`src/inc/mae_pkg.sv`:
```
/*
  Constants for the multiply-accumulate engine: register addresses, field
  positions, reset values and datapath widths.
  Assumes an 8-bit special-function-register bus on the single system clock.
*/
`default_nettype none
// Behaviour
// - shift request shifts the accumulator next cycle, then clears
// - shift direction bit: 0 shifts left, 1 shifts right
// - clear bit zeroes accumulator, resets flags next cycle, then clears
// - sat bit saturates rounded result on overflow, never the accumulator
// - format bit: 0 signed integer, 1 signed fractional operands
// - operation bit: 0 accumulates product, 1 product replaces accumulator
// - configuration bits 7-6 read zero and ignore writes
// - sticky hard flag sets on top byte 0x7f/0x80 crossing in accumulate
// - zero flag follows whether the operation left the accumulator zero
// - soft overflow flag tracks overflow into bit 31, clears when fixed
// - negative flag follows the accumulator sign after an operation
// - status bits 7-4 read zero and ignore writes
// - accumulator seen as four low bytes plus a top byte for bits 39-32
// - each operand held as high byte (bits 15-8) and low byte
// - B low write: stage 1 multiplies, 2 adds, 3 rounds; restart in 1
// - right shift is arithmetic from bit 39; shifts leave flags unchanged
// - round bits 31-16: above 0x8000 up, below down, tie up only if odd
// - saturated rounding shows 0x7fff positive and 0x8000 negative
package mae_pkg;

  localparam int ACC_W  = 40;
  localparam int OPD_W  = 16;
  localparam int PROD_W = 32;
  localparam int RND_W  = 16;
  localparam int ACC_BYTES = 5;

  // register addresses
  localparam logic [7:0] ADDR_ACC0   = 8'h93;
  localparam logic [7:0] ADDR_ACC1   = 8'h94;
  localparam logic [7:0] ADDR_ACC2   = 8'h95;
  localparam logic [7:0] ADDR_ACC3   = 8'h96;
  localparam logic [7:0] ADDR_TOP    = 8'h97;
  localparam logic [7:0] ADDR_STATUS = 8'hc0;
  localparam logic [7:0] ADDR_AL     = 8'hc1;
  localparam logic [7:0] ADDR_AH     = 8'hc2;
  localparam logic [7:0] ADDR_CFG    = 8'hc3;
  localparam logic [7:0] ADDR_BH     = 8'hc4;
  localparam logic [7:0] ADDR_BL     = 8'hc5;
  localparam logic [7:0] ADDR_RNDL   = 8'hce;
  localparam logic [7:0] ADDR_RNDH   = 8'hcf;

  // accumulator byte addresses, byte 0 in the low slot
  localparam logic [ACC_BYTES-1:0][7:0] ACC_ADDRS =
    {ADDR_TOP, ADDR_ACC3, ADDR_ACC2, ADDR_ACC1, ADDR_ACC0};

  // configuration fields
  localparam int CFG_SHIFT_REQ = 5;
  localparam int CFG_SHIFT_DIR = 4;
  localparam int CFG_CLEAR     = 3;
  localparam int CFG_SAT       = 2;
  localparam int CFG_FRAC      = 1;
  localparam int CFG_MULONLY   = 0;
  localparam int CFG_W         = 6;

  // status fields
  localparam int STA_HARD = 3;
  localparam int STA_ZERO = 2;
  localparam int STA_SOFT = 1;
  localparam int STA_NEG  = 0;
  localparam int STA_W    = 4;

  // reset values
  localparam logic [CFG_W-1:0] CFG_RESET     = 6'h00;
  localparam logic [STA_W-1:0] STA_RESET     = 4'h4;
  localparam logic [OPD_W-1:0] OPERAND_RESET = 16'h0000;
  localparam logic [ACC_W-1:0] ACC_RESET     = 40'h00_0000_0000;
  localparam logic [RND_W-1:0] RND_RESET     = 16'h0000;
  localparam logic [7:0]       RDATA_RESET   = 8'h00;

  // unused upper bits
  localparam logic [1:0] CFG_PAD = 2'h0;
  localparam logic [3:0] STA_PAD = 4'h0;

  // overflow and rounding figures
  localparam logic [7:0]       TOP_POS_MAX = 8'h7f;
  localparam logic [7:0]       TOP_NEG_MIN = 8'h80;
  localparam logic [RND_W-1:0] ROUND_HALF  = 16'h8000;
  localparam logic [RND_W-1:0] SAT_POS     = 16'h7fff;
  localparam logic [RND_W-1:0] SAT_NEG     = 16'h8000;

endpackage
`default_nettype wire

```
`src/mae_round.sv`:
```
/*
  Rounding and saturation stage of the multiply-accumulate engine.
  Assumes the caller pulses load one cycle after the accumulator settles.
*/
`timescale 1ns/1ps
`default_nettype none
module mae_round #(
  parameter int ACC_W = 40,
  parameter int RND_W = 16
) (
  // clock and reset
  input  wire logic             clock,
  input  wire logic             rst_b,
  // control
  input  wire logic             load,
  input  wire logic             satEnable,
  input  wire logic [ACC_W-1:0] accValue,
  // result
  output var  logic [RND_W-1:0] rounded
);

  localparam int HI_W = ACC_W - RND_W;

  logic [RND_W-1:0] fracPart;
  logic             roundUp;
  logic [HI_W-1:0]  upperSum;
  logic             overflow;
  logic [RND_W-1:0] rounded_next;

  // tie rounds toward even upper word
  always_comb begin
    fracPart = accValue[RND_W-1:0];
    roundUp  = (fracPart > mae_pkg::ROUND_HALF) ||
               ((fracPart == mae_pkg::ROUND_HALF) && accValue[RND_W]);
    upperSum = accValue[ACC_W-1:RND_W] + HI_W'(roundUp);
    // out of range when bits above the result sign disagree with it
    overflow = !((&upperSum[HI_W-1:RND_W-1]) ||
                 (~|upperSum[HI_W-1:RND_W-1]));
    if (satEnable && overflow) begin
      rounded_next = upperSum[HI_W-1] ? mae_pkg::SAT_NEG
                                      : mae_pkg::SAT_POS;
    end else begin
      rounded_next = upperSum[RND_W-1:0];
    end
  end

  always_ff @(posedge clock) begin
    if (!rst_b) begin
      rounded <= mae_pkg::RND_RESET;
    end else if (load) begin
      rounded <= rounded_next;
    end
  end

endmodule
`default_nettype wire

```
`src/mae_engine.sv`:
```
/*
  Multiply-accumulate engine with its register file on the core's
  special-function-register bus: operands, configuration, status,
  a 40-bit accumulator and rounded result registers.
  Assumes the core drives the bus on the same system clock, with one-cycle
  write and read strobes, and that it reads data one cycle after the strobe.
*/
`timescale 1ns/1ps
`default_nettype none
module mae_engine #(
  parameter int ACC_W = mae_pkg::ACC_W,
  parameter int OPD_W = mae_pkg::OPD_W
) (
  // clock and reset
  input  wire logic       clock,
  input  wire logic       rst_b,
  // register bus
  input  wire logic [7:0] sfrAddr,
  input  wire logic       sfrWrite,
  input  wire logic       sfrRead,
  input  wire logic [7:0] sfrWdata,
  output var  logic [7:0] sfrRdata
);

  localparam int PROD_W = 2 * OPD_W;
  localparam int NBYTES = ACC_W / 8;

  // stored state
  logic [OPD_W-1:0]         opA_reg;
  logic [OPD_W-1:0]         opB_reg;
  logic [mae_pkg::CFG_W-1:0] cfg_reg;
  logic [mae_pkg::CFG_W-1:0] cfg_next;
  logic [mae_pkg::STA_W-1:0] sta_reg;
  logic [mae_pkg::STA_W-1:0] sta_next;
  logic [ACC_W-1:0]         acc_reg;
  logic [ACC_W-1:0]         acc_next;
  logic [ACC_W-1:0]         prod_reg;
  logic                     stage1_reg;
  logic                     stage2_reg;
  logic                     stage3_reg;
  logic                     shiftDone_reg;
  logic                     acc0Wr_reg;
  logic [7:0]               rdata_reg;
  logic [7:0]               readValue;

  // decoded strobes
  logic              wrAl;
  logic              wrAh;
  logic              wrBl;
  logic              wrBh;
  logic              wrCfg;
  logic              wrSta;
  logic [NBYTES-1:0] accByteWe;
  logic [ACC_W-1:0]  accSoftware;

  // datapath
  logic signed [PROD_W-1:0] product;
  logic [ACC_W-1:0]         productExt;
  logic [ACC_W-1:0]         accBase;
  logic [ACC_W-1:0]         sum;
  logic [ACC_W-1:0]         shifted;
  logic                     hardSet;
  logic                     softOver;
  logic                     doClear;
  logic                     doShift;
  logic                     roundLoad;
  logic [15:0]              rounded;

  // write decode
  always_comb begin
    wrAl  = sfrWrite && (sfrAddr == mae_pkg::ADDR_AL);
    wrAh  = sfrWrite && (sfrAddr == mae_pkg::ADDR_AH);
    wrBh  = sfrWrite && (sfrAddr == mae_pkg::ADDR_BH);
    wrBl  = sfrWrite && (sfrAddr == mae_pkg::ADDR_BL);
    wrCfg = sfrWrite && (sfrAddr == mae_pkg::ADDR_CFG);
    wrSta = sfrWrite && (sfrAddr == mae_pkg::ADDR_STATUS);
  end

  // per-byte accumulator write path
  for (genvar i = 0; i < NBYTES; i++) begin : g_accByte
    assign accByteWe[i] = sfrWrite &&
                          (sfrAddr == mae_pkg::ACC_ADDRS[i]);
    assign accSoftware[8*i +: 8] = accByteWe[i] ? sfrWdata
                                                : acc_reg[8*i +: 8];
  end

  // operand registers, high byte holds bits 15-8
  always_ff @(posedge clock) begin
    if (!rst_b) begin
      opA_reg <= mae_pkg::OPERAND_RESET;
    end else if (wrAh) begin
      opA_reg[15:8] <= sfrWdata;
    end else if (wrAl) begin
      opA_reg[7:0] <= sfrWdata;
    end
  end

  always_ff @(posedge clock) begin
    if (!rst_b) begin
      opB_reg <= mae_pkg::OPERAND_RESET;
    end else if (wrBh) begin
      opB_reg[15:8] <= sfrWdata;
    end else if (wrBl) begin
      opB_reg[7:0] <= sfrWdata;
    end
  end

  // pipeline sequencing: multiply, accumulate, round
  always_ff @(posedge clock) begin
    if (!rst_b) begin
      stage1_reg <= 1'b0;
      stage2_reg <= 1'b0;
      stage3_reg <= 1'b0;
    end else begin
      stage1_reg <= wrBl;
      stage2_reg <= stage1_reg;
      stage3_reg <= stage2_reg;
    end
  end

  // stage one: signed multiply, fractional mode drops the extra sign bit
  always_comb begin
    product    = $signed(opA_reg) * $signed(opB_reg);
    productExt = {{(ACC_W-PROD_W){product[PROD_W-1]}}, product};
  end

  always_ff @(posedge clock) begin
    if (!rst_b) begin
      prod_reg <= mae_pkg::ACC_RESET;
    end else if (stage1_reg) begin
      if (cfg_reg[mae_pkg::CFG_FRAC]) begin
        prod_reg <= {productExt[ACC_W-2:0], 1'b0};
      end else begin
        prod_reg <= productExt;
      end
    end
  end

  // stage two arithmetic and flag conditions
  always_comb begin
    accBase = cfg_reg[mae_pkg::CFG_MULONLY] ? mae_pkg::ACC_RESET
                                            : acc_reg;
    sum     = accBase + prod_reg;
    hardSet = !cfg_reg[mae_pkg::CFG_MULONLY] &&
              (((acc_reg[39:32] == mae_pkg::TOP_POS_MAX) &&
                (sum[39:32] == mae_pkg::TOP_NEG_MIN)) ||
               ((acc_reg[39:32] == mae_pkg::TOP_NEG_MIN) &&
                (sum[39:32] == mae_pkg::TOP_POS_MAX)));
    // bits 39-31 all equal means the value still fits below the sign bit
    softOver = !((&sum[39:31]) || (~|sum[39:31]));
  end

  // one-bit shift, right shift copies bit 39
  always_comb begin
    if (cfg_reg[mae_pkg::CFG_SHIFT_DIR]) begin
      shifted = {acc_reg[ACC_W-1], acc_reg[ACC_W-1:1]};
    end else begin
      shifted = {acc_reg[ACC_W-2:0], 1'b0};
    end
    doClear = cfg_reg[mae_pkg::CFG_CLEAR];
    doShift = cfg_reg[mae_pkg::CFG_SHIFT_REQ];
  end

  // accumulator: clear over accumulate over shift over software bytes
  always_comb begin
    if (doClear) begin
      acc_next = mae_pkg::ACC_RESET;
    end else if (stage2_reg) begin
      acc_next = sum;
    end else if (doShift) begin
      acc_next = shifted;
    end else if (|accByteWe) begin
      acc_next = accSoftware;
    end else begin
      acc_next = acc_reg;
    end
  end

  always_ff @(posedge clock) begin
    if (!rst_b) begin
      acc_reg <= mae_pkg::ACC_RESET;
    end else begin
      acc_reg <= acc_next;
    end
  end

  // configuration: request bits self-clear after their action cycle
  always_comb begin
    cfg_next = cfg_reg;
    if (doShift) begin
      cfg_next[mae_pkg::CFG_SHIFT_REQ] = 1'b0;
    end
    if (doClear) begin
      cfg_next[mae_pkg::CFG_CLEAR] = 1'b0;
    end
    // a fresh write re-arms a request even while it is being retired
    if (wrCfg) begin
      cfg_next = sfrWdata[mae_pkg::CFG_W-1:0];
    end
  end

  always_ff @(posedge clock) begin
    if (!rst_b) begin
      cfg_reg <= mae_pkg::CFG_RESET;
    end else begin
      cfg_reg <= cfg_next;
    end
  end

  // status flags: only accumulate stage, clear and software touch them
  always_comb begin
    sta_next = sta_reg;
    if (wrSta) begin
      sta_next = sfrWdata[mae_pkg::STA_W-1:0];
    end
    if (stage2_reg) begin
      sta_next[mae_pkg::STA_ZERO] = (sum == mae_pkg::ACC_RESET);
      sta_next[mae_pkg::STA_SOFT] = softOver;
      sta_next[mae_pkg::STA_NEG]  = sum[ACC_W-1];
    end
    // hardware setting of hard overflow wins over a software clear
    if (stage2_reg && hardSet) begin
      sta_next[mae_pkg::STA_HARD] = 1'b1;
    end
    if (doClear) begin
      sta_next = mae_pkg::STA_RESET;
    end
  end

  always_ff @(posedge clock) begin
    if (!rst_b) begin
      sta_reg <= mae_pkg::STA_RESET;
    end else begin
      sta_reg <= sta_next;
    end
  end

  // rounding follows stage two, a shift, or a low accumulator byte write
  always_ff @(posedge clock) begin
    if (!rst_b) begin
      shiftDone_reg <= 1'b0;
      acc0Wr_reg    <= 1'b0;
    end else begin
      shiftDone_reg <= doShift && !doClear && !stage2_reg;
      acc0Wr_reg    <= accByteWe[0];
    end
  end

  assign roundLoad = stage3_reg || shiftDone_reg || acc0Wr_reg;

  mae_round #(
    .ACC_W (ACC_W),
    .RND_W (mae_pkg::RND_W)
  ) u_round (
    .clock     (clock),
    .rst_b     (rst_b),
    .load      (roundLoad),
    .satEnable (cfg_reg[mae_pkg::CFG_SAT]),
    .accValue  (acc_reg),
    .rounded   (rounded)
  );

  // read multiplexer, unmapped addresses read zero
  always_comb begin
    case (sfrAddr)
      mae_pkg::ADDR_ACC0:   readValue = acc_reg[7:0];
      mae_pkg::ADDR_ACC1:   readValue = acc_reg[15:8];
      mae_pkg::ADDR_ACC2:   readValue = acc_reg[23:16];
      mae_pkg::ADDR_ACC3:   readValue = acc_reg[31:24];
      mae_pkg::ADDR_TOP:    readValue = acc_reg[39:32];
      mae_pkg::ADDR_STATUS: readValue = {mae_pkg::STA_PAD, sta_reg};
      mae_pkg::ADDR_AL:     readValue = opA_reg[7:0];
      mae_pkg::ADDR_AH:     readValue = opA_reg[15:8];
      mae_pkg::ADDR_CFG:    readValue = {mae_pkg::CFG_PAD, cfg_reg};
      mae_pkg::ADDR_BH:     readValue = opB_reg[15:8];
      mae_pkg::ADDR_BL:     readValue = opB_reg[7:0];
      mae_pkg::ADDR_RNDL:   readValue = rounded[7:0];
      mae_pkg::ADDR_RNDH:   readValue = rounded[15:8];
      default:              readValue = mae_pkg::RDATA_RESET;
    endcase
  end

  always_ff @(posedge clock) begin
    if (!rst_b) begin
      rdata_reg <= mae_pkg::RDATA_RESET;
    end else if (sfrRead) begin
      rdata_reg <= readValue;
    end
  end

  assign sfrRdata = rdata_reg;

endmodule
`default_nettype wire

```
`config.mk`:
```
export PLATFORM = sky130hd
export DESIGN_NAME = mae_engine
export DESIGN_NICKNAME = d
export VERILOG_FILES = /design/src/inc/mae_pkg.sv /design/src/mae_round.sv /design/src/mae_engine.sv
export SDC_FILE = /design/constraint.sdc
export NUM_CORES = 1
export LEC_CHECK = 0
export ABC_AREA = 1
export BUFFER_PORTS_ARGS = -buffer_cell sky130_fd_sc_hd__buf_2
export CORE_ASPECT_RATIO = 1.75
export CORE_MARGIN = 3
export CORE_UTILIZATION = 66
export DETAILED_ROUTE_END_ITERATION = 8
export PLACE_DENSITY = 0.87
export SYNTH_ARGS = -nofsm -noshare
export SYNTH_HDL_FRONTEND = slang
export SYNTH_SLANG_ARGS = --single-unit
```
`constraint.sdc`:
```
create_clock -name clock -period 7.1 [get_ports clock]
set_clock_uncertainty 0.2 [all_clocks]
set_input_delay 0.355 -clock clock [delete_from_list [all_inputs] [get_ports clock]]
set_output_delay 0.355 -clock clock [all_outputs]
set_load 0.01 [all_outputs]
```
==> results of run 1 <==
through the flow:
stage | cell area (µm²) | util
2_1_floorplan | 21900 | -
3_3_place_gp | 22300 | 0.688
3_5_place_dp | 22300 | 0.688
4_1_cts | 22900 | 0.706
5_1_grt | 22900 | 0.706
6_report | 22900 | 0.706
worst max-delay path: cells and delay by family, from the launching register on:
| kind | cells | cell delay, ns |
|---|---|---|
| flip-flops | 1 | 0.80 |
| adder cells (fa/ha/maj) | 7 | 3.43 |
| AND/OR/NAND/NOR | 8 | 0.73 |
| buffers and inverters | 8 | 0.89 |
| AO/OA/AOI/OAI | 3 | 0.63 |
cells by family (layout without fill, tap and decap cells):
family / Yosys count / in the layout / synth area share
AND/OR/NAND/NOR: 1370 / 1370 / 0.258
buffers and inverters: 910 / 886 / 0.158
AO/OA/AOI/OAI: 460 / 460 / 0.123
adder cells (fa/ha/maj): 386 / 386 / 0.311
flip-flops: 144 / 144 / 0.132
XOR/XNOR: 45 / 45 / 0.0184
multiplexers: 1 / 1 / 0.000458
other: 0 / 1 / 0
report_power, final:
| group | internal (W) | switching, W |
|---|---|---|
| Clock | 0.000470 | 0.000431 |
| Combinational | 0.0000189 | 0.0000584 |
| Sequential | 0.000808 | 0.00000311 |
| Total | 0.00130 | 0.000492 |
per-layer routing:
metal	global-route usage	vias to the layer above
met1	0.425	10200
li1	-	10000
met2	0.781	1419
met3	0.134	678
met4	0.451	0
met5	0.00585	-
worst min path at each step:
stage                         from                  end  slack [ns]  cells after the start
2_1_floorplan  u_round.rounded[15]  u_round.rounded[15]        0.24                      2
3_3_place_gp           sfrRdata[6]          sfrRdata[6]        0.25                      2
3_5_place_dp           sfrRdata[3]          sfrRdata[3]        0.26                      2
4_1_cts                    sfrRead          sfrRdata[7]        0.02                      3
5_1_grt                    sfrRead          sfrRdata[6]        0.06                      3
6_report                   sfrRead          sfrRdata[3]        0.02                      3
synthesized netlist by cell type, drive strengths merged (20+ instances only):
| library cell | instances |
|---|---|
| o211ai | 28 |
| dfxtp | 144 |
| nor2 | 228 |
| a21oi | 195 |
| nor3 | 20 |
| nand4 | 32 |
| o22ai | 21 |
| inv | 780 |
| fa | 263 |
| ha | 123 |
| xor2 | 26 |
| o21ai | 132 |
| nand2 | 910 |
| clkbuf | 112 |
| nand3 | 145 |
cell type report:
cell class	count	area, µm²	share of cell area
antenna	1	2.50	0.000109
clock buffer	19	443	0.0193
clock inverter	13	118	0.00514
inverter	784	2940	0.129
multi-input combinational	2262	15500	0.679
sequential	144	2890	0.126
tap	400	500	0.0219
timing repair buffer	70	458	0.0200
==> metrics.md, run 1 <==
| Metric | Value |
|---|---|
| Area contributors post-synth | `fa_1, nand2_1, inv_1` |
| Layout area overhead | `4.72%` |
| Worst-skew pair later-pin latency | `0.46 ns` |
| Longest Clk Path Bufs | `2` |
| CTS tree | `built` |
| Crit Path Class | `reg -> reg` |
| Setup TNS Final | `0 ns` |
| Flop2flop setup slack | `0.30 ns` |
| Run status | `finished, final reports clean` |
| Rows | `between 80 and 90` |
| Sequential area share after synthesis | `0.132` |
| Wire length on met3 | `just over 7 mm` |
| Clock Sinks | `144` |
| Max IR drop VDD | `158 µV` |
| Antenna violations before repair | `1` |
| Grt total ovfl | `0` |
| Setup ws final | `0.304 ns` |
| Initial core utilization | `0.674` |
| Drt pass-1 iters | `6` |
| Hold WS | `0.0225 ns` |
| Starting DRT DRC Count | `2244` |
| Clock root buffer | `clkbuf_16` |
| Largest register FFs | `40` |
| Fin. max-slew vios | `0` |
| Post CTS Setup Buffer Count | `0` |
| CP max stage delay | `0.80 ns` |
| Fin cells | `3693` |
| Share of the synthesized area in the top cell type | `0.241` |
| Placed Instances | `~3700` |
| Hold buffers post-CTS | `0` |
| Synth Register Bits | `approximately 140` |
| Most common cell after layout, fill and taps aside | `nand2_1` |
| Final worst path period need | `6.80 ns` |
| Slew headroom | `0.153` |
| TritonCTS Buffers | `17` |
| Cell Area, Synth | `0.0219 mm²` |
| Residual DRC | `0` |
| Met1 WL | `~24 mm` |
| First-pass GRT wire length | `124 mm` |
| Total power | `0.00179 W` |
| Worst setup startpoint | `opA_reg[5]` |
| Chip width | `144 µm` |
| Yosys warns | `0` |
| Post-Syn Nets | `approximately 3700` |
| Ys flop type | `dfxtp_1` |
| Mean Syn Cell Area | `~6.6 µm²` |
| Share of layout cells above drive strength 1 | `0.0465` |
| Die Footprint | `0.0354 mm²` |
| Power Dens Cells | `78.1 mW/mm²` |
| Critical path's slowest cell | `dfxtp_1` |
| # IOs | `28` |
| Hold Crit Class | `in -> reg` |
| Most frequent cells in the layout | `nand2_1, inv_1, fa_1, nor2_1, a21oi_1` |
| Core area | `0.0324 mm²` |
| Area leader, netlist | `fa_1` |
| Crit end category | `flip-flop` |
| DP HPWL | `65.1 mm` |
| Fillers | `2647` |
| Share of synthesized registers carrying an async set or reset | `0` |
| Max-cap violation count | `0` |
| Hold Violations, Final | `0` |
| Max Clk Rate | `between 0.1 and 0.15 GHz` |
| Vias | `22300` |
| Critical Path RT | `7.25 ns` |
| RSZ-0062 raised after global routing | `no` |
| Largest net degree at the start of global routing | `between 70 and 80` |
| Worst setup endpoint | `prod_reg[23]` |
| Routed vias/inst | `6.05` |
| Gr usage total | `0.461` |
| DR WL met2 | `~39 mm` |
| Final Setup Violations | `0` |
| Die Ht | `247 µm` |
| Launch point of the worst reg-to-reg path | `opA_reg[5]` |
| Number of distinct library cells after synthesis | `56` |
| Leak Pwr | `13.2 nW` |
| Setup crit start kind | `flip-flop` |
| Arr. time, crit path | `slightly below 7 ns` |
| Final #Nets | `3685` |
| Final ANT Viol Nets | `0` |
| Post_cts resized | `0` |
| DR WL/cell | `21.8 µm` |
| Tcrit/Tclk final | `0.957` |
| Uppermost layer routed | `met4` |
| Post-Place Worst Slack | `0.440 ns` |
| Clock transition at path regs | `0.07 ns` |
| Transition time of the tightest slew-check pin | `1.26 ns` |
| Path depth of the worst reg2reg path | `26` |
| Crit-path max FO | `11` |
| Reg-to-reg endpoint | `prod_reg[23]` |
| Synth Instances | `around 3300` |
| Vias in the first global route | `about 23000` |
| Total routed wirelength | `80.6 mm` |
| Routability Congestion | `1.05` |
| IO buf count | `27` |
| Number of flops mapped to enable cells by yosys | `0` |
| H-Tree Depth | `4` |
Note: power is estimated with default switching activity, not from simulation.
==> run 2, diff against run 1 <==
--- a/config.mk
+++ b/config.mk
@@ -5,7 +5,6 @@
 export SDC_FILE = /design/constraint.sdc
 export NUM_CORES = 1
 export LEC_CHECK = 0
-export ABC_AREA = 1
 export BUFFER_PORTS_ARGS = -buffer_cell sky130_fd_sc_hd__buf_2
 export CORE_ASPECT_RATIO = 1.75
 export CORE_MARGIN = 3
==> run 2 against run 1 <==
Against the previous run:
- fmax is 2.1% lower
- critical endpoint unchanged
- clock-buffer cell count up 1
- largest power group unchanged
- sequential power is 0.5% higher
- die area down 7.9%
==> metrics.md, run 2 <==
| Metric | Value |
|---|---|
| Ys flop type | `dfxtp_1` |
| Power Dens Cells | `87.8 mW/mm²` |
| TritonCTS Buffers | `17` |
| Die Footprint | `about 0.033 mm²` |
| Launch point of the worst reg-to-reg path | `opA_reg[6]` |
| Max Clk Rate | `around 0.14 GHz` |
| Routability Congestion | `1.01` |
| Clock Sinks | `144` |
| Placed Instances | `about 2700` |
| Critical path's slowest cell | `dfxtp_1` |
| Largest net degree at the start of global routing | `71` |
| Crit-path max FO | `11` |
| Slew headroom | `0.312` |
| H-Tree Depth | `4` |
| Antenna violations before repair | `0` |
| CP max stage delay | `0.63 ns` |
| Core area | `between 0.02 and 0.03 mm²` |
| Grt total ovfl | `0` |
| IO buf count | `27` |
| Setup ws final | `about 0.16 ns` |
| Final worst path period need | `6.94 ns` |
| Buffer and inverter count on the worst path | `5` |
| Chip width | `138 µm` |
| First-pass GRT wire length | `between 100 and 150 mm` |
| Final ANT Viol Nets | `0` |
| DR WL/cell | `~24 µm` |
| Flop2flop setup slack | `0.16 ns` |
| Post-Place Worst Slack | `0.157 ns` |
| Share of layout cells above drive strength 1 | `0.0717` |
| Area contributors post-synth | `fa_1, dfxtp_1, ha_1` |
| Reg-to-reg endpoint | `prod_reg[23]` |
| Fin. max-slew vios | `0` |
| Rows | `83` |
| Starting DRT DRC Count | `between 1500 and 2000` |
| Hold buffers post-CTS | `0` |
| Drt pass-1 iters | `9` |
| Mean Syn Cell Area | `~8.3 µm²` |
| Setup TNS Final | `0 ns` |
| Layout area overhead | `5.62%` |
| Hold Crit Class | `in -> reg` |
| Die Ht | `237 µm` |
| Setup crit start kind | `flip-flop` |
| Worst setup startpoint | `opA_reg[6]` |
| Hold depth | `3` |
| Yosys warns | `0` |
| Most frequent CP cell | `fa_1` |
| Clock share of power | `0.513` |
| P_int | `0.00138 W` |
| Tcrit/Tclk final | `0.978` |
| Clock transition at path regs | `0.07 ns` |
| # IOs | `28` |
| Psw | `0.000481 W` |
| Gr usage total | `0.413` |
| Number of distinct library cells after synthesis | `84` |
| Largest register FFs | `40` |
| Max IR drop VDD | `147 µV` |
| Run status | `finished, final reports clean` |
| Longest Clk Path Bufs | `2` |
| Synth Instances | `2434` |
| Routed vias/inst | `6.61` |
| Total routed wirelength | `66.0 mm` |
| Crit Path Class | `reg -> reg` |
| Fin cells | `2780` |
| Final Setup Violations | `0` |
| Vias | `18400` |
| Synth top cells by count | `inv_1, fa_1, nand2_1` |
| Worst-skew pair later-pin latency | `0.45 ns` |
| HP Start | `sfrWdata[5]` |
| Hold Violations, Final | `0` |
| Hold EP | `opA_reg[13]` |
| Residual DRC | `0` |
| Share of synthesized registers carrying an async set or reset | `0` |
| Synth Register Bits | `around 140` |
| DP HPWL | `51.1 mm` |
| Transition time of the tightest slew-check pin | `1.03 ns` |
| Share of the synthesized area in the top cell type | `0.262` |
| Initial core utilization | `0.676` |
| Crit path max-delay family | `adder cells` |
| Path depth of the worst reg2reg path | `23` |
| Sw frac | `0.258` |
| Cell Area, Synth | `0.0201 mm²` |
| Post-Syn Nets | `roughly 2800` |
| CTS tree | `built` |
| Most frequent cells in the layout | `inv_1, fa_1, nand2_1, a21oi_1, nor2_1` |
| Ant diodes | `0` |
| Area leader, netlist | `fa_1` |
| Max-cap violation count | `0` |
| Final core utilization | `0.714` |
| Leak Pwr | `9.75 nW` |
| Clock root buffer | `clkbuf_16` |
| Vias in the first global route | `around 19000` |
| Crit end category | `flip-flop` |
| Most common cell in the synthesized netlist | `inv_1` |
| RSZ-0062 raised after global routing | `no` |
| Most common cell after layout, fill and taps aside | `inv_1` |
| Sequential area share after synthesis | `0.143` |
| Number of flops mapped to enable cells by yosys | `0` |
| Arr. time, crit path | `7.11 ns` |
| Gate power share | `0.049` |
| Final #Nets | `between 2000 and 3000` |
| Flop pwr share | `0.438` |
| Worst-path cell chain | `buf_4, and2_1, fa_1, fa_1, ha_1, inv_1, fa_1, inv_1, fa_1, inv_1, fa_1, inv_1, ha_1, nand2_1, o21ai_0, and2_1, a21oi_1, o21ai_0, nor2b_1, nor2_1, xnor2_1, mux2i_1, a211oi_1` |
| Critical Path RT | `7.27 ns` |
run 2: cell type report:
| cell class | instances | area [µm²] |
|---|---|---|
| Clock inverter | 12 | 149 |
| Fill cell | 2355 | 8480 |
| Multi-Input combinational cell | 1826 | 15500 |
| Inverter | 306 | 1150 |
| Timing Repair Buffer | 90 | 608 |
| Tap cell | 382 | 478 |
| Clock buffer | 20 | 457 |
| Sequential cell | 144 | 2910 |
run 2: stage by stage:
stage / instance area [µm²] / total power (W) / hold slack, ns
CTS: 21200 / 0.00186 / 0.0301
detailed placement: 20600 / 0.000920 / 0.243
finish: 21200 / 0.00186 / 0.0433
global route: 21200 / 0.00189 / 0.0437
global placement: 20600 / 0.000919 / 0.236
floorplan: 20100 / 0.000884 / 0.222
run 2: routing by layer:
layer / share of wire / wire (µm) / global-route usage
met5: 0 / 0 / 0
met4: 0.11 / 6950 / 0.345
met3: 0.083 / 5480 / 0.0955
met2: 0.50 / 32800 / 0.689
met1: 0.32 / 20800 / 0.430
run 2: power by group through the flow:
stage	registers, W	logic, W	clock network [W]
global placement	0.000834	0.0000853	0
finish	0.000815	0.0000909	0.000957
detailed placement	0.000834	0.0000865	0
CTS	0.000816	0.0000871	0.000953
global route	0.000815	0.0000956	0.000984
floorplan	0.000832	0.0000518	0
run 2: tightest hold or removal path, cell delays in order:
cell     delay [ns]
buf_2          0.16
nand3_1        0.08
a21oi_1        0.06
run 2: worst max path at each step:
stage              endpoint  depth (start not counted)  slack [ns]
6_report       prod_reg[23]                         23        0.16
5_1_grt        prod_reg[31]                         21      0.0008
4_1_cts        prod_reg[31]                         22        0.11
3_5_place_dp   prod_reg[31]                         22        0.16
3_3_place_gp   prod_reg[31]                         22        0.27
2_1_floorplan  prod_reg[31]                         24        0.39
run 2: logic make-up (layout without fill, tap and decap cells):
logic type	Yosys count	in the layout	share of synthesized area
DFF	144	144	0.143
xor gates and xnor gates	94	94	0.0410
and+or+nand+nor	771	771	0.190
adders and majority gates	386	386	0.339
buffers and inverters	464	428	0.0881
muxes	72	72	0.0359
AOI/OAI and AO/OA	503	503	0.163
run 2: what timing repair did:
item                       4_1_cts  5_1_grt
resized for setup                0       26
setup endpoints to repair        0       11
buffers inserted                 0        1
